$ cat src/rtl/spcfg_regs.vh
// Behaviour
// - drop numbers 000..199, unique per module
// - defaults: port one 2, port two 102
// - baud rate configurable, default 9600
// - even, odd or no parity; even default
// - 7/8 data bits, 1/2 stop bits
// - buffer limit 2..16, default 16
// - four selectable line driver schemes
// - block check character or crc frame check (neither is formed; use_crc is unused)
// - final drop 205 replaced by appendix
// - replacement uses appendix, reply route reversed
// - options bit two: 205,X uses table X (only with single_thread set and X below 128)
// - packet formed at character count, default 128
// - inter-character gap timeout forms packet
// - control character ends packet early
// - echo retransmits each received character (skipped while the transmitter is busy or a highlight sequence is pending)
// - highlight sequences around gateway replies
// - multidrop: nodes at least 2, unique priority
// - multidrop waits time slice after last character
// - read function code 1..4, default 4
// - write function code 5,6,15,16, default 16
// - retry delay after failure, default 100
// - register address = source + offset - 1
`ifndef SPCFG_REGS_VH
`define SPCFG_REGS_VH
`define SPCFG_CLK_HZ        50000000
`define SPCFG_HUNDREDTH_CYC (`SPCFG_CLK_HZ / 100)
`define SPCFG_DROP_MAX      8'h00C7
`define SPCFG_DROP_P1       8'h0002
`define SPCFG_DROP_P2       8'h0066
`define SPCFG_DROP_APPEND   8'h00CD
`define SPCFG_BAUD_DEF      32'h0000_2580
`define SPCFG_PAR_NONE      2'h0
`define SPCFG_PAR_EVEN      2'h1
`define SPCFG_PAR_ODD       2'h2
`define SPCFG_BUF_MIN       5'h02
`define SPCFG_BUF_MAX       5'h10
`define SPCFG_PKT_SIZE_DEF  8'h0080
`define SPCFG_PKT_TIME_DEF  16'h0064
`define SPCFG_RETRY_DEF     16'h0064
`define SPCFG_FC_READ_DEF   8'h0004
`define SPCFG_FC_WRITE_DEF  8'h0010
`define SPCFG_BIAS_DEF      16'h0001
`define SPCFG_REG_MAX       16'h2000
`define SPCFG_DRV_P2P       2'h0
`define SPCFG_DRV_FOUR      2'h1
`define SPCFG_DRV_HALF      2'h2
`define SPCFG_DRV_TWO       2'h3
`define SPCFG_CR            8'h000D
`define SPCFG_ESC           8'h001B
`define SPCFG_OPT_TABLE_BIT 2
`endif

$ cat src/rtl/spcfg_port.v
`timescale 1ns/1ps
`default_nettype none
`include "spcfg_regs.vh"
////////////////////////////////////////////////////////////////////////////////
// one serial port: framing, packet accumulation, echo, highlight,
// multidrop slot, retry delay, route and modbus translation
module spcfg_port #(
  parameter [7:0]  DROP_DEF  = `SPCFG_DROP_P1,
  parameter [31:0] HUND_CYC  = `SPCFG_HUNDREDTH_CYC,
  parameter        PKT_DEPTH = 128
) (
  // clock and reset
  input  wire        sys_clk,
  input  wire        arst_n,
  // configuration levels
  input  wire        cfg_load,
  input  wire [7:0]  drop_in,
  input  wire [31:0] baud_in,
  input  wire [1:0]  parity_in,
  input  wire        data8_in,
  input  wire        stop2_in,
  input  wire [4:0]  buf_limit_in,
  input  wire [1:0]  drive_mode,
  input  wire        use_crc,
  input  wire        stream_mode,
  input  wire [7:0]  pkt_size,
  input  wire [15:0] pkt_time,
  input  wire        ctrl_term,
  input  wire        echo_en,
  input  wire        gateway_mode,
  input  wire        highlight_en,
  input  wire        multidrop,
  input  wire [7:0]  node_count,
  input  wire [7:0]  node_prio,
  input  wire [15:0] time_slice,
  input  wire [7:0]  fc_read_in,
  input  wire [7:0]  fc_write_in,
  input  wire [15:0] retry_time,
  input  wire [15:0] reg_bias,
  // route handling
  input  wire [7:0]  route_last,
  input  wire [7:0]  route_prev,
  input  wire        appendix_present,
  input  wire        replace_en,
  input  wire [7:0]  options,
  input  wire        single_thread,
  output reg  [1:0]  route_sel_ff,
  output reg  [7:0]  table_index_ff,
  output reg         reply_reverse_ff,
  // modbus translation
  input  wire        req_write,
  input  wire [15:0] src_reg,
  output reg  [7:0]  mb_func_ff,
  output reg  [15:0] mb_addr_ff,
  output reg         mb_addr_err_ff,
  // message traffic
  input  wire        tx_fail,
  input  wire        reply_start,
  input  wire        reply_end,
  input  wire [4:0]  bufs_used,
  output wire        buf_avail,
  output reg         retry_ok_ff,
  output reg         slot_ok_ff,
  output reg         cfg_err_ff,
  output reg  [7:0]  drop_ff,
  output reg         drv_en_ff,
  output reg         rx_en_ff,
  // packet out
  output reg         pkt_ready_ff,
  output reg  [7:0]  pkt_len_ff,
  input  wire [7:0]  pkt_rd_addr,
  output reg  [7:0]  pkt_rd_data_ff,
  // serial pins
  input  wire        rx_pin,
  output wire        tx_pin
);
  reg  [31:0] baud_ff;        // bit period in cycles
  reg  [1:0]  par_ff;         // parity choice
  reg         d8_ff;          // 8 data bits
  reg         s2_ff;          // 2 stop bits
  reg  [4:0]  buf_lim_ff;     // clamped buffer limit
  reg  [7:0]  fcr_ff;         // read function code
  reg  [7:0]  fcw_ff;         // write function code
  reg  [7:0]  mem [0:PKT_DEPTH-1]; // packet characters
  reg  [7:0]  cnt_ff;         // characters accumulated
  reg  [31:0] tick_ff;        // hundredth divider
  reg         hund_ff;        // hundredth pulse
  reg  [15:0] gap_ff;         // inter-character hundredths
  reg  [15:0] slot_ff;        // multidrop quiet hundredths
  reg  [15:0] retry_ff;       // retry wait hundredths
  reg  [2:0]  hl_ff;          // highlight chars left
  reg         hl_end_ff;      // trailing sequence
  wire [7:0]  rx_data;        // received character
  wire        rx_valid;       // character strobe
  wire        rx_perr;        // parity error
  wire        tx_busy;        // transmitter busy
  reg  [7:0]  tx_data;        // character to send
  reg         tx_go;          // start a send
  wire        flush;          // form a packet now
  wire [7:0]  size_eff;       // count, zero means one
  wire [16:0] addr_sum;       // bias arithmetic

  // highlight byte table: ESC [ 7 m / ESC [ 0 m
  function [7:0] hl_char;
    input [2:0] idx;
    input       fin;
    begin
      case (idx)
        3'h4:    hl_char = `SPCFG_ESC;
        3'h3:    hl_char = 8'h5B;
        3'h2:    hl_char = fin ? 8'h30 : 8'h37;
        default: hl_char = 8'h6D;
      endcase
    end
  endfunction

  //////////////////////////////////////////////////////////////////////////////
  // configuration capture with defaults at reset
  always @(posedge sys_clk or negedge arst_n) begin
    if (!arst_n) begin
      drop_ff    <= DROP_DEF;
      baud_ff    <= `SPCFG_BAUD_DEF;
      par_ff     <= `SPCFG_PAR_EVEN;
      d8_ff      <= 1'b1;
      s2_ff      <= 1'b0;
      buf_lim_ff <= `SPCFG_BUF_MAX;
      fcr_ff     <= `SPCFG_FC_READ_DEF;
      fcw_ff     <= `SPCFG_FC_WRITE_DEF;
    end else if (cfg_load) begin
      if (drop_in <= `SPCFG_DROP_MAX)
        drop_ff <= drop_in;
      baud_ff <= (baud_in == 32'h0000_0000) ? `SPCFG_BAUD_DEF : baud_in;
      par_ff  <= (parity_in == 2'h3) ? `SPCFG_PAR_EVEN : parity_in;
      d8_ff   <= data8_in;
      s2_ff   <= stop2_in;
      // clamp buffer limit into range
      buf_lim_ff <= (buf_limit_in < `SPCFG_BUF_MIN) ? `SPCFG_BUF_MIN :
                    (buf_limit_in > `SPCFG_BUF_MAX) ? `SPCFG_BUF_MAX : buf_limit_in;
      // only legal codes accepted
      if (fc_read_in >= 8'h01 && fc_read_in <= 8'h04)
        fcr_ff <= fc_read_in;
      if (fc_write_in == 8'h05 || fc_write_in == 8'h06 ||
          fc_write_in == 8'h0F || fc_write_in == 8'h10)
        fcw_ff <= fc_write_in;
    end
  end

  assign buf_avail = (bufs_used < buf_lim_ff);

  //////////////////////////////////////////////////////////////////////////////
  // framer instance
  spcfg_uart u_uart (
    .sys_clk     (sys_clk),
    .arst_n      (arst_n),
    .baud_div    (baud_ff),
    .parity_sel  (par_ff),
    .data8       (d8_ff),
    .stop2       (s2_ff),
    .rx_pin      (rx_pin),
    .rx_data_ff  (rx_data),
    .rx_valid_ff (rx_valid),
    .rx_perr_ff  (rx_perr),
    .tx_data     (tx_data),
    .tx_start    (tx_go),
    .tx_busy     (tx_busy),
    .tx_pin_ff   (tx_pin)
  );

  //////////////////////////////////////////////////////////////////////////////
  // hundredth-second enable divider
  always @(posedge sys_clk or negedge arst_n) begin
    if (!arst_n) begin
      tick_ff <= 32'h0000_0000;
      hund_ff <= 1'b0;
    end else begin
      hund_ff <= (tick_ff == HUND_CYC - 32'h0000_0001);
      tick_ff <= (tick_ff == HUND_CYC - 32'h0000_0001) ? 32'h0000_0000
                                                      : tick_ff + 32'h0000_0001;
    end
  end

  //////////////////////////////////////////////////////////////////////////////
  // packet accumulation by size, gap or control character
  assign size_eff = (pkt_size == 8'h00) ? 8'h01 : pkt_size;
  assign flush = stream_mode && (cnt_ff != 8'h00) && !pkt_ready_ff &&
                 ((cnt_ff >= size_eff) ||
                  (gap_ff > pkt_time));

  always @(posedge sys_clk or negedge arst_n) begin
    if (!arst_n) begin
      cnt_ff       <= 8'h00;
      gap_ff       <= 16'h0000;
      pkt_ready_ff <= 1'b0;
      pkt_len_ff   <= 8'h00;
    end else begin
      if (hund_ff && cnt_ff != 8'h00 && gap_ff != 16'hFFFF)
        gap_ff <= gap_ff + 16'h0001;
      if (pkt_ready_ff && reply_start)
        pkt_ready_ff <= 1'b0;                 // consumer takes packet
      if (flush) begin
        pkt_ready_ff <= 1'b1;
        pkt_len_ff   <= cnt_ff;
        cnt_ff       <= 8'h00;
        gap_ff       <= 16'h0000;
      end else if (stream_mode && rx_valid && !rx_perr && !pkt_ready_ff &&
                   cnt_ff < PKT_DEPTH) begin
        mem[cnt_ff[6:0]] <= rx_data;
        gap_ff <= 16'h0000;
        if (ctrl_term && rx_data < 8'h20) begin
          // control character closes message
          pkt_ready_ff <= 1'b1;
          pkt_len_ff   <= cnt_ff + 8'h01;
          cnt_ff       <= 8'h00;
        end else
          cnt_ff <= cnt_ff + 8'h01;
      end
    end
  end

  // packet readback
  always @(posedge sys_clk) begin
    pkt_rd_data_ff <= mem[pkt_rd_addr[6:0]];
  end

  //////////////////////////////////////////////////////////////////////////////
  // transmit source: highlight then echo
  always @* begin
    tx_go   = 1'b0;
    tx_data = rx_data;
    if (!tx_busy && hl_ff != 3'h0) begin
      tx_go   = 1'b1;
      tx_data = hl_char(hl_ff, hl_end_ff);
    end else if (!tx_busy && echo_en && rx_valid) begin
      tx_go = 1'b1;
    end
  end

  always @(posedge sys_clk or negedge arst_n) begin
    if (!arst_n) begin
      hl_ff     <= 3'h0;
      hl_end_ff <= 1'b0;
    end else if (gateway_mode && highlight_en && (reply_start || reply_end) &&
                 hl_ff == 3'h0) begin
      hl_ff     <= 3'h4;
      hl_end_ff <= reply_end;
    end else if (tx_go && hl_ff != 3'h0) begin
      hl_ff <= hl_ff - 3'h1;
    end
  end

  //////////////////////////////////////////////////////////////////////////////
  // multidrop slot and retry delay timers
  always @(posedge sys_clk or negedge arst_n) begin
    if (!arst_n) begin
      slot_ff     <= 16'h0000;
      slot_ok_ff  <= 1'b1;
      retry_ff    <= 16'h0000;
      retry_ok_ff <= 1'b1;
      cfg_err_ff  <= 1'b0;
    end else begin
      // quiet time since last character
      if (rx_valid)
        slot_ff <= 16'h0000;
      else if (hund_ff && slot_ff != 16'hFFFF)
        slot_ff <= slot_ff + 16'h0001;
      slot_ok_ff <= !multidrop || (!rx_valid && slot_ff >= time_slice);
      // node count and priority sanity
      cfg_err_ff <= multidrop && ((node_count < 8'h02) || (node_prio == 8'h00) ||
                                  (node_prio > node_count));
      // retry wait after failure
      if (tx_fail) begin
        retry_ff    <= (retry_time == 16'h0000) ? 16'h0000 : retry_time;
        retry_ok_ff <= (retry_time == 16'h0000);
      end else if (retry_ff != 16'h0000) begin
        if (hund_ff)
          retry_ff <= retry_ff - 16'h0001;
        retry_ok_ff <= 1'b0;
      end else
        retry_ok_ff <= 1'b1;
    end
  end

  //////////////////////////////////////////////////////////////////////////////
  // line driver scheme: drive and receive enables
  always @(posedge sys_clk or negedge arst_n) begin
    if (!arst_n) begin
      drv_en_ff <= 1'b1;
      rx_en_ff  <= 1'b1;
    end else begin
      case (drive_mode)
        `SPCFG_DRV_P2P: begin
          drv_en_ff <= 1'b1;
          rx_en_ff  <= 1'b1;
        end
        `SPCFG_DRV_FOUR: begin
          drv_en_ff <= tx_busy || tx_go;
          rx_en_ff  <= 1'b1;
        end
        `SPCFG_DRV_HALF: begin
          drv_en_ff <= tx_busy || tx_go;
          rx_en_ff  <= 1'b1;
        end
        default: begin
          drv_en_ff <= tx_busy || tx_go;
          rx_en_ff  <= !(tx_busy || tx_go);
        end
      endcase
    end
  end

  //////////////////////////////////////////////////////////////////////////////
  // route decision and modbus translation
  assign addr_sum = {1'b0, src_reg} + {1'b0, reg_bias} - 17'h0_0001;

  always @(posedge sys_clk or negedge arst_n) begin
    if (!arst_n) begin
      route_sel_ff     <= 2'h0;
      table_index_ff   <= 8'h00;
      reply_reverse_ff <= 1'b0;
      mb_func_ff       <= `SPCFG_FC_READ_DEF;
      mb_addr_ff       <= 16'h0000;
      mb_addr_err_ff   <= 1'b0;
    end else begin
      // 0 keep, 1 append, 2 replace, 3 table lookup
      if (options[`SPCFG_OPT_TABLE_BIT] && single_thread &&
          route_prev == `SPCFG_DROP_APPEND && route_last[7] == 1'b0) begin
        route_sel_ff     <= 2'h3;
        table_index_ff   <= route_last;
        reply_reverse_ff <= 1'b1;
      end else if (replace_en && appendix_present) begin
        route_sel_ff     <= 2'h2;
        reply_reverse_ff <= 1'b1;
      end else if (route_last == `SPCFG_DROP_APPEND && appendix_present) begin
        route_sel_ff     <= 2'h1;
        reply_reverse_ff <= 1'b0;
      end else begin
        route_sel_ff     <= 2'h0;
        reply_reverse_ff <= 1'b0;
      end
      mb_func_ff     <= req_write ? fcw_ff : fcr_ff;
      mb_addr_ff     <= addr_sum[15:0];
      mb_addr_err_ff <= (src_reg == 16'h0000) || (src_reg > `SPCFG_REG_MAX) ||
                        addr_sum[16];
    end
  end
endmodule // spcfg_port
`default_nettype wire

$ cat src/rtl/spcfg_uart.v
`timescale 1ns/1ps
`default_nettype none
`include "spcfg_regs.vh"
////////////////////////////////////////////////////////////////////////////////
// character framer: 7/8 data, parity, 1/2 stop, one port
module spcfg_uart (
  // clock and reset
  input  wire        sys_clk,
  input  wire        arst_n,
  // configuration
  input  wire [31:0] baud_div,
  input  wire [1:0]  parity_sel,
  input  wire        data8,
  input  wire        stop2,
  // receive
  input  wire        rx_pin,
  output reg  [7:0]  rx_data_ff,
  output reg         rx_valid_ff,
  output reg         rx_perr_ff,
  // transmit
  input  wire [7:0]  tx_data,
  input  wire        tx_start,
  output wire        tx_busy,
  output reg         tx_pin_ff
);
  reg  [1:0]  rx_sync_ff;   // two-flop synchroniser
  reg  [31:0] rx_cnt_ff;    // receive bit timer
  reg  [3:0]  rx_bit_ff;    // receive bit index
  reg  [9:0]  rx_sh_ff;     // receive shifter
  reg         rx_act_ff;    // receiving a character
  reg  [31:0] tx_cnt_ff;    // transmit bit timer
  reg  [3:0]  tx_left_ff;   // bits still to send
  reg  [11:0] tx_sh_ff;     // transmit shifter
  wire [3:0]  nbits;        // data+parity bits
  wire        tx_par;       // transmit parity bit
  wire [9:0]  rx_al;        // aligned shifter

  assign nbits   = (data8 ? 4'h8 : 4'h7) + ((parity_sel != `SPCFG_PAR_NONE) ? 4'h1 : 4'h0);
  assign tx_par  = (data8 ? ^tx_data : ^tx_data[6:0]) ^ (parity_sel == `SPCFG_PAR_ODD);
  assign tx_busy = (tx_left_ff != 4'h0);
  assign rx_al   = rx_sh_ff >> (4'hA - nbits);

  // receiver: mid-bit sampling
  always @(posedge sys_clk or negedge arst_n) begin
    if (!arst_n) begin
      rx_sync_ff  <= 2'h3;
      rx_cnt_ff   <= 32'h0000_0000;
      rx_bit_ff   <= 4'h0;
      rx_sh_ff    <= 10'h000;
      rx_act_ff   <= 1'b0;
      rx_data_ff  <= 8'h00;
      rx_valid_ff <= 1'b0;
      rx_perr_ff  <= 1'b0;
    end else begin
      rx_sync_ff  <= {rx_sync_ff[0], rx_pin};
      rx_valid_ff <= 1'b0;
      if (!rx_act_ff) begin
        // start bit: wait half a bit
        if (!rx_sync_ff[1]) begin
          rx_act_ff <= 1'b1;
          rx_cnt_ff <= baud_div >> 1;
          rx_bit_ff <= 4'h0;
        end
      end else if (rx_cnt_ff != 32'h0000_0000) begin
        rx_cnt_ff <= rx_cnt_ff - 32'h0000_0001;
      end else begin
        rx_cnt_ff <= baud_div;
        if (rx_bit_ff == nbits + 4'h1) begin
          // stop bit sampled: deliver
          rx_act_ff   <= 1'b0;
          rx_valid_ff <= rx_sync_ff[1];
          rx_data_ff  <= data8 ? rx_al[7:0] : {1'b0, rx_al[6:0]};
          rx_perr_ff  <= (parity_sel != `SPCFG_PAR_NONE) &&
                         ((^rx_sh_ff[9:1]) != (parity_sel == `SPCFG_PAR_ODD));
        end else begin
          if (rx_bit_ff != 4'h0)
            rx_sh_ff <= {rx_sync_ff[1], rx_sh_ff[9:1]} >> 0;
          rx_bit_ff <= rx_bit_ff + 4'h1;
        end
      end
      // clear shifter after stop bit; data bits landed at [9-nbits+1..]
      if (rx_act_ff && rx_cnt_ff == 32'h0000_0000 && rx_bit_ff == nbits + 4'h1)
        rx_sh_ff <= 10'h000;
    end
  end

  // transmitter: start, data, parity, stop bits
  always @(posedge sys_clk or negedge arst_n) begin
    if (!arst_n) begin
      tx_cnt_ff  <= 32'h0000_0000;
      tx_left_ff <= 4'h0;
      tx_sh_ff   <= 12'hFFF;
      tx_pin_ff  <= 1'b1;
    end else if (tx_left_ff == 4'h0) begin
      tx_pin_ff <= 1'b1;
      if (tx_start) begin
        // frame length: start + bits + stops
        tx_left_ff <= 4'h1 + nbits + (stop2 ? 4'h2 : 4'h1);
        tx_cnt_ff  <= baud_div;
        tx_pin_ff  <= 1'b0;
        if (data8)
          tx_sh_ff <= {2'h3, (parity_sel == `SPCFG_PAR_NONE) ? 1'b1 : tx_par, tx_data, 1'b0};
        else
          tx_sh_ff <= {3'h7, (parity_sel == `SPCFG_PAR_NONE) ? 1'b1 : tx_par, tx_data[6:0], 1'b0};
      end
    end else if (tx_cnt_ff != 32'h0000_0000) begin
      tx_cnt_ff <= tx_cnt_ff - 32'h0000_0001;
    end else begin
      tx_cnt_ff  <= baud_div;
      tx_sh_ff   <= {1'b1, tx_sh_ff[11:1]};
      tx_pin_ff  <= tx_sh_ff[1];
      tx_left_ff <= tx_left_ff - 4'h1;
    end
  end
endmodule // spcfg_uart
`default_nettype wire

$ cat config.mk
export PLATFORM = sky130hd
export DESIGN_NAME = spcfg_port
export DESIGN_NICKNAME = d
export VERILOG_FILES = /design/src/rtl/spcfg_port.v /design/src/rtl/spcfg_uart.v
export VERILOG_INCLUDE_DIRS = /design/src /design/src/rtl
export SDC_FILE = /design/constraint.sdc
export NUM_CORES = 2
export LEC_CHECK = 0
export BUFFER_PORTS_ARGS = -buffer_cell sky130_fd_sc_hd__buf_2
export CAP_MARGIN = 40
export CORE_ASPECT_RATIO = 0.6
export CORE_MARGIN = 2
export CORE_UTILIZATION = 37
export CTS_BUF_LIST = sky130_fd_sc_hd__clkbuf_8
export DETAILED_ROUTE_END_ITERATION = 8
export PLACE_DENSITY = 0.51
export RECOVER_POWER = 50
export SYNTH_ARGS = -nofsm -noshare
export SYNTH_HDL_FRONTEND = slang
export SYNTH_HIERARCHICAL = 1
export SYNTH_SLANG_ARGS = --single-unit
$ cat constraint.sdc
create_clock -name sys_clk -period 4.2 [get_ports sys_clk]
set_input_delay 1.05 -clock sys_clk [delete_from_list [all_inputs] [get_ports sys_clk]]
set_output_delay 1.05 -clock sys_clk [all_outputs]
set_load 0.01 [all_outputs]
== Word-level counts from Yosys, hierarchy flattened ==
Memory sizes are Yosys's and may differ from the RTL's. A register that Yosys moved wholly into a read port is not among the register bits.
Index checks and enable logic that the tools add are counted.

* Register bits: 316
* Memory bits (writable): 1024
* Input bits: 226
* Output and inout bits: 68
* Logic and storage cells: 272
* Memories kept: 1

* $add $sub $neg: 16
* Order comparisons: 14
* Equality and inequality tests: 25
* Shifts and indexed selects: 1
* Mux-type cells: 83
* Bitwise logic cells: 3
* Reductions and logical operators: 88

{| class="wikitable"
|+ Memories
! name !! words !! width !! read ports !! clocked after Yosys merged registers in !! wr ports !! RTL line !! text
|-
| mem || 128 || 8 || 1 || 1 || 1 || spcfg_port.v:84 || <nowiki>reg [7:0] mem [0:PKT_DEPTH-1];</nowiki>
|}

{| class="wikitable"
|+ Operator list
! kind !! count
|-
| $mux W32 || 8
|-
| $mux W16 || 9
|-
| $mux W8 || 10
|-
| $logic_not A32 Y1 || 2
|-
| $reduce_bool A32 Y1 || 2
|-
| $sub A32 B1 Y32 const B || 2
|-
| $mux W10 || 6
|-
| $mux W12 || 3
|-
| $add A16 B1 Y16 const B || 2
|-
| $add A32 B1 Y32 const B || 1
|-
| $eq A32 B19 Y1 const B || 1
|-
| $logic_not A16 Y1 || 2
|-
| $mux W4 || 8
|-
| $ne A16 B16 Y1 const B || 2
|-
| $logic_and A1 B1 Y1 || 31
|-
| $mux W1 || 29
|-
| $pmux W7 S3 || 1
|-
| $reduce_bool A2 Y1 || 9
|-
| $add A16 B16 Y17 || 1
|-
| $sub A17 B1 Y17 const B || 1
|-
| $eq A8 B3 Y1 const B || 2
|-
| $eq A8 B8 Y1 const B || 2
|-
| $ge A16 B16 Y1 || 1
|-
| $gt A16 B14 Y1 const B || 1
|-
| 52 further kinds || 94
|}

== Depth between registers and ports, before layout ==
* Word-level depth: 11
* Depth in mapped cells: 15

== Modules after synthesis ==
Netlist, hierarchy kept.

{| class="wikitable"
|+ Modules (own cells, without submodules)
! module !! instances !! cells each !! area each (um2) !! sequential area each (um2)
|-
| spcfg_port || 1 || 3196 || 51918.5 || 36108.4
|-
| spcfg_uart || 1 || 786 || 6844.1 || 2642.5
|}

== Worst setup path before layout ==
Ideal clock, no wire load.

* Path type: input to register
* From: input pkt_size[6]
* To: memory mem[2][0] (enable)
* Arrival: 3.523 ns
* Slack: 0.282 ns
* Cell stages on the path: 10
* Buffers on the path: 1
* Cell sequence: nor4_1 > a41o_1 > ha_1 > nand2b_1 > a211oi_1 > nor3_1 > o21ai_1 > o21ai_1 > buf_1 > nor4_1

* Longest elaborated chain between the ends: 8

{| class="wikitable"
|+ Ends and longest elaborated chain
! element !! RTL line !! text
|-
| start, declared || spcfg_port.v:26 || <nowiki>input wire [7:0] pkt_size,</nowiki>
|-
| $logic_not A8 Y1 || spcfg_port.v:184 || <nowiki>assign size_eff = (pkt_size == 8'h00) ? 8'h01 : pkt_size;</nowiki>
|-
| $mux W8 * || spcfg_port.v:184 ||
|-
| $ge A8 B8 Y1 * || spcfg_port.v:186 || <nowiki>((cnt_ff >= size_eff) ||</nowiki>
|-
| $logic_or A1 B1 Y1 * || spcfg_port.v:186 ||
|-
| $logic_and A1 B1 Y1 * || spcfg_port.v:185 || <nowiki>assign flush = stream_mode && (cnt_ff != 8'h00) && !pkt_ready_ff &&</nowiki>
|-
| $mux W1 * || spcfg_port.v:200 || <nowiki>if (flush) begin</nowiki>
|-
| $logic_and A1 B1 Y1 (implied by the code) * || spcfg_port.v:207 || <nowiki>mem[cnt_ff[6:0]] <= rx_data;</nowiki>
|-
| $mux W1 (implied by the code) * || spcfg_port.v:207 ||
|-
| end, declared || spcfg_port.v:84 ||
|}

Every way passes the cells marked *; elsewhere a longest branch is shown, timed or not.

== Worst setup path in the final report ==
* From: register u_uart.rx_data_ff[7]
* To: register u_uart.tx_sh_ff[8]

* Longest elaborated chain between the ends: 8

{| class="wikitable"
|+ Ends and longest elaborated chain
! element !! RTL line !! text
|-
| start, declared || spcfg_uart.v:17 || <nowiki>output reg [7:0] rx_data_ff,</nowiki>
|-
| start signal, assigned || spcfg_uart.v:72 || <nowiki>rx_data_ff <= data8 ? rx_al[7:0] : {1'b0, rx_al[6:0]};</nowiki>
|-
| $mux W8 * || spcfg_port.v:230 || <nowiki>if (!tx_busy && hl_ff != 3'h0) begin</nowiki>
|-
| named net tx_data[7] || spcfg_port.v:97 || <nowiki>reg [7:0] tx_data;</nowiki>
|-
| $reduce_xor A8 Y1 || spcfg_uart.v:39 || <nowiki>assign tx_par = (data8 ? ^tx_data : ^tx_data[6:0]) ^ (parity_sel == `SPCFG_PAR_ODD);</nowiki>
|-
| $mux W1 || spcfg_uart.v:39 ||
|-
| $xor A1 B1 Y1 || spcfg_uart.v:39 ||
|-
| $mux W1 || spcfg_uart.v:104 || <nowiki>tx_sh_ff <= {3'h7, (parity_sel == `SPCFG_PAR_NONE) ? 1'b1 : tx_par, tx_data[6:0], 1'b0};</nowiki>
|-
| $mux W10 * || spcfg_uart.v:101 || <nowiki>if (data8)</nowiki>
|-
| $mux W12 * || spcfg_uart.v:96 || <nowiki>if (tx_start) begin</nowiki>
|-
| $mux W12 * || spcfg_uart.v:94 || <nowiki>end else if (tx_left_ff == 4'h0) begin</nowiki>
|-
| end signal, assigned || spcfg_uart.v:102 || <nowiki>tx_sh_ff <= {2'h3, (parity_sel == `SPCFG_PAR_NONE) ? 1'b1 : tx_par, tx_data, 1'b0};</nowiki>
|-
| end signal, assigned || spcfg_uart.v:104 ||
|-
| end signal, assigned || spcfg_uart.v:110 || <nowiki>tx_sh_ff <= {1'b1, tx_sh_ff[11:1]};</nowiki>
|-
| end, declared || spcfg_uart.v:33 || <nowiki>reg [11:0] tx_sh_ff;</nowiki>
|}

The timed path passes the listed nets; every way through them passes the cells marked *. The select of a mux whose other input is x is not followed.
A chain may end at the register's enable or synchronous reset.

==> impl_metrics.csv <==
group,metric,value,unit
worst_setup_path,crit_chain,"and2_1 -> nand2_1 -> xnor2_1 -> xnor3_1 -> mux2_2 -> o211ai_1 -> a22o_1",
timing,slew_headroom,-59.1,%
synthesis,synth-xor-area-share,1.80,%
clock_tree,cts_buffers,208,
worst_setup_path,cp_max_fo,56,
run_status,violations,"capacitance limit, slew limit",
synthesis,async_reset_ff_share,23.2,%
route,totalWireLength,162000,um
timing,finalClockSkew,83.2,ps
pwr,p_int,20.8,mW
grt,grt_antenna_before_repair,5,
pwr,clockPowerShare,38.3,%
synthesis,yosys_most_used_dff,"edfxtp_1",
timing,hold_slack,274,ps
grt,grt_usage,19.9,%
worst_setup_path,reg2reg_depth,7,
timing,period_share,85.7,%
clock_tree,ctsHtreeMaxLevel,4,
timing,drv_slew,347,
cells_and_area,register_area,38800,sq um
pwr,ir_drop,0.295,mV
synthesis,synth_edf_count,1024,
floorplan,fp.dieH,313,um
pwr,leakagePower,28.0,nW
timing,fmax,0.278,GHz
clock_tree,cts.sinks,1344,
job,drv_cap,7,
route,drtAntennaViolNets,0,
synthesis,synth-compound-area-share,7.25,%
worst_setup_path,cp.required,5030,ps
synthesis,avgSynthCellArea,14.8,sq um
synthesis,seq_area_frac_synth,65.9,%
place,gp_congestion,0.853,
synthesis,synth.distinct_cells,102,
synthesis,ys_seq_elements,1344,
route,post-route-drc-count,0,
timing,tightest_slew,2390,ps
floorplan,dieArea,162000,sq um
worst_setup_path,critical_path.max_stage_delay,1950,ps
floorplan,row_count,113,
grt,grt_pass1_vias,36746,
cells_and_area,finalNetCount,4906,
place,dpl.hpwl,107000,um
pwr,power_frac_seq,53.3,%
min_path,hold_depth,1,
synthesis,synthMuxAreaShare,11.2,%
clock_tree,cts_setup_buffers,0,
synthesis,yosysWarnings,6,
pwr,p_per_area,406,nW/um^2
synthesis,synth_nets,4317,
pwr,p_switching,6.98,mW
clock_tree,insertion_delay,930,ps
place,portBuffers,284,
run_status,status,"complete, but fails checks",
min_path,hold_class,"primary input to register",
grt,overflow,0,
synthesis,synth_top_family_by_area,"multiplexers",
route,viasPerCell,5.37,
clock_tree,cts_tree,"yes",
timing,hold_viol_final,0,
synthesis,syn_area,58800,sq um
pwr,combPwrFrac,8.4,%
grt,grt_max_degree,139,
clock_tree,cts.clk_slew.worst_paths,60,ps
worst_setup_path,critPathArrivalTime,4430,ps
cells_and_area,drive_gt1_share,27.2,%
worst_setup_path,cp_slowest_cell,"dfrtp_1",
timing,setup_viol,0,
cells_and_area,syn2layout_area_growth,16.5,%
pwr,switching_share,25.1,%
worst_setup_path,cp-start-kind,"register",
timing,min_period,3600,ps
route,via_count,36852,
floorplan,io_pins,294,
synthesis,synth_fa_ha_area_share,2.35,%
cells_and_area,multi_input_area,18500,sq um
synthesis,synth-simple-area-share,8.69,%
synthesis,synth_cells,3982,
floorplan,start_util,37.2,%
grt,grt_pass1_wl,242000,um
timing,finalSetupTns,0,ps
clock_tree,clockBufferDepth,4,
cells_and_area,fillerInstances,14419,
timing,grt_setup_unrepaired,"no",
floorplan,die_x,518,um
route,drt_first_pass_iters,5,
clock_tree,cts_root_buffer,"clkbuf_8",
worst_setup_path,path_class,"register to register",
floorplan,core_area,158000,sq um
worst_setup_path,endpoint_kind,"register",
route,wl_per_cell,23.6,um
route,drt-initial-drc-count,3358,
[path summary, 6_finish.rpt]
check                                startpoint              endpoint  slack, ps
hold / removal                           rx_pin  u_uart/rx_sync_ff[0]        270
max in group asynchronous                arst_n           retry_ff[9]        730
setup / recovery           u_uart/rx_data_ff[7]    u_uart/tx_sh_ff[8]        600
min in group asynchronous                arst_n            drop_ff[4]        920
hold reg to reg            u_uart/rx_sync_ff[0]  u_uart/rx_sync_ff[1]        360
setup reg to reg           u_uart/rx_data_ff[7]    u_uart/tx_sh_ff[8]        600
[state kept, by name (all words and copies together), names as in the netlist, 5 cells and up]
register / count
buf_lim_ff: 5
fcr_ff: 8
table_index_ff: 8
u_uart/tx_sh_ff: 9
fcw_ff: 8
drop_ff: 8
baud_ff: 32
u_uart/tx_cnt_ff: 32
slot_ff: 16
pkt_len_ff: 8
pkt_rd_data_ff: 8
cnt_ff: 8
u_uart/rx_cnt_ff: 32
mb_func_ff: 8
retry_ff: 16
tick_ff: 32
mem: 1024
mb_addr_ff: 16
u_uart/rx_sh_ff: 10
gap_ff: 16
u_uart/rx_data_ff: 8
[final cells by class]
cell class,instances,share of cell area (%)
Multi-Input combinational cell,2252,27.0
Inverter,171,0.938
Clock inverter,137,1.03
Tap cell,2127,3.89
Clock buffer,234,4.71
Timing Repair Buffer,594,5.83
Antenna cell,4,0.0146
Sequential cell,1344,56.6
[placed cells by master (no fill, tap or decap), types with 15 or more instances in the layout]
master    Yosys  final
a211oi_1     39     39
mux4_2      194    194
mux2_2      162    160
inv_1       168    237
a22oi_1      66     66
a21oi_1      97     96
mux2i_1      39     39
nand4_1      45     45
a31oi_1      25     25
o22ai_1      49     49
nor2b_1      56     54
nor2_1      238    237
or4_1        16     16
nor3_1      163    163
a22o_1       30     30
o21ai_1      22     21
buf_4         1    274
dfstp_2      27     27
xnor2_1      69     69
ha_1        107    107
clkbuf_1    132     15
edfxtp_1   1024   1024
and3_1       21     21
clkinv_2      0     28
clkbuf_8      0    234
nor4_1       45     44
nand3_1     108    108
buf_12        1     15
nand2_1     202    202
nand2b_1     16     16
dfrtp_1     285    283
xor2_1       49     49
clkinv_1      2     32
o211ai_1     29     29
buf_2        51    276
o21ai_0     116    116
[cell usage after synthesis (all sizes together), types with 56 or more instances]
master / instances / share of area (%)
mux4: 194 / 7.4
mux2: 162 / 3.1
a21oi: 97 / 0.83
nand2: 203 / 1.3
dfrtp: 285 / 12
xnor2: 69 / 1.0
nand3: 108 / 0.92
nor2: 238 / 1.5
nor2b: 56 / 0.60
a22oi: 66 / 0.84
nor3: 172 / 1.6
ha: 107 / 2.3
edfxtp: 1024 / 52
o21ai: 138 / 1.2
buf: 83 / 0.83
inv: 169 / 1.1
clkbuf: 132 / 0.84
[worst max-delay path: cells and delay by family, from the launching register on]
family	cells	cell delay [ps]
compound gates	2	350
mux	1	300
xor+xnor	2	550
simple gates	2	390
flops	1	1950
[per-stage QoR]
step                setup WS [ps]  power [mW]  instances  util, %  area (sq um)
global placement              198        17.4       6477     40.8         64500
global route                  370        28.9       6861     43.3         68400
floorplan                     282        16.4       3982        -         58800
CTS                           842        28.1       6859     43.5         68600
detailed placement            126        17.4       6487     41.0         64700
finish                        601        27.8       6863     43.3         68400
[timing repair]
| item | in CTS | in global routing |
|---|---|---|
| hold buffers | 1 | 0 |
| endpoints found under the hold margin | 4 | 0 |
| gates resized for setup | 0 | 0 |
[power groups by stage]
| stage | clock network, mW | logic (mW) | registers (mW) |
|---|---|---|---|
| after floorplan | 0 | 1.36 | 15.0 |
| after global placement | 0 | 2.32 | 15.1 |
| after detailed placement | 0 | 2.34 | 15.1 |
| after CTS | 11.0 | 2.35 | 14.8 |
| after global routing | 11.5 | 2.56 | 14.9 |
| final | 10.6 | 2.33 | 14.8 |
[metal layers]
layer  track usage, %  wire length (um)  vias up
li1                 -                 -    16622
met1             31.4             79200    18770
met2             26.6             65000     1246
met3             5.57             15000      212
met4             4.64              3120        2
met5                0                13        -
[cell families (layout without fill, tap and decap cells)]
logic type	count (synthesis)	after routing
flip-flops	1344	1344
AND/OR/NAND/NOR	1008	1008
AO/OA/AOI/OAI	621	621
multiplexers	395	395
buffers and inverters	386	1136
XOR/XNOR	119	119
adder cells (fa/ha/maj)	109	109
other	0	4
Power figures use the tool's default switching activity.
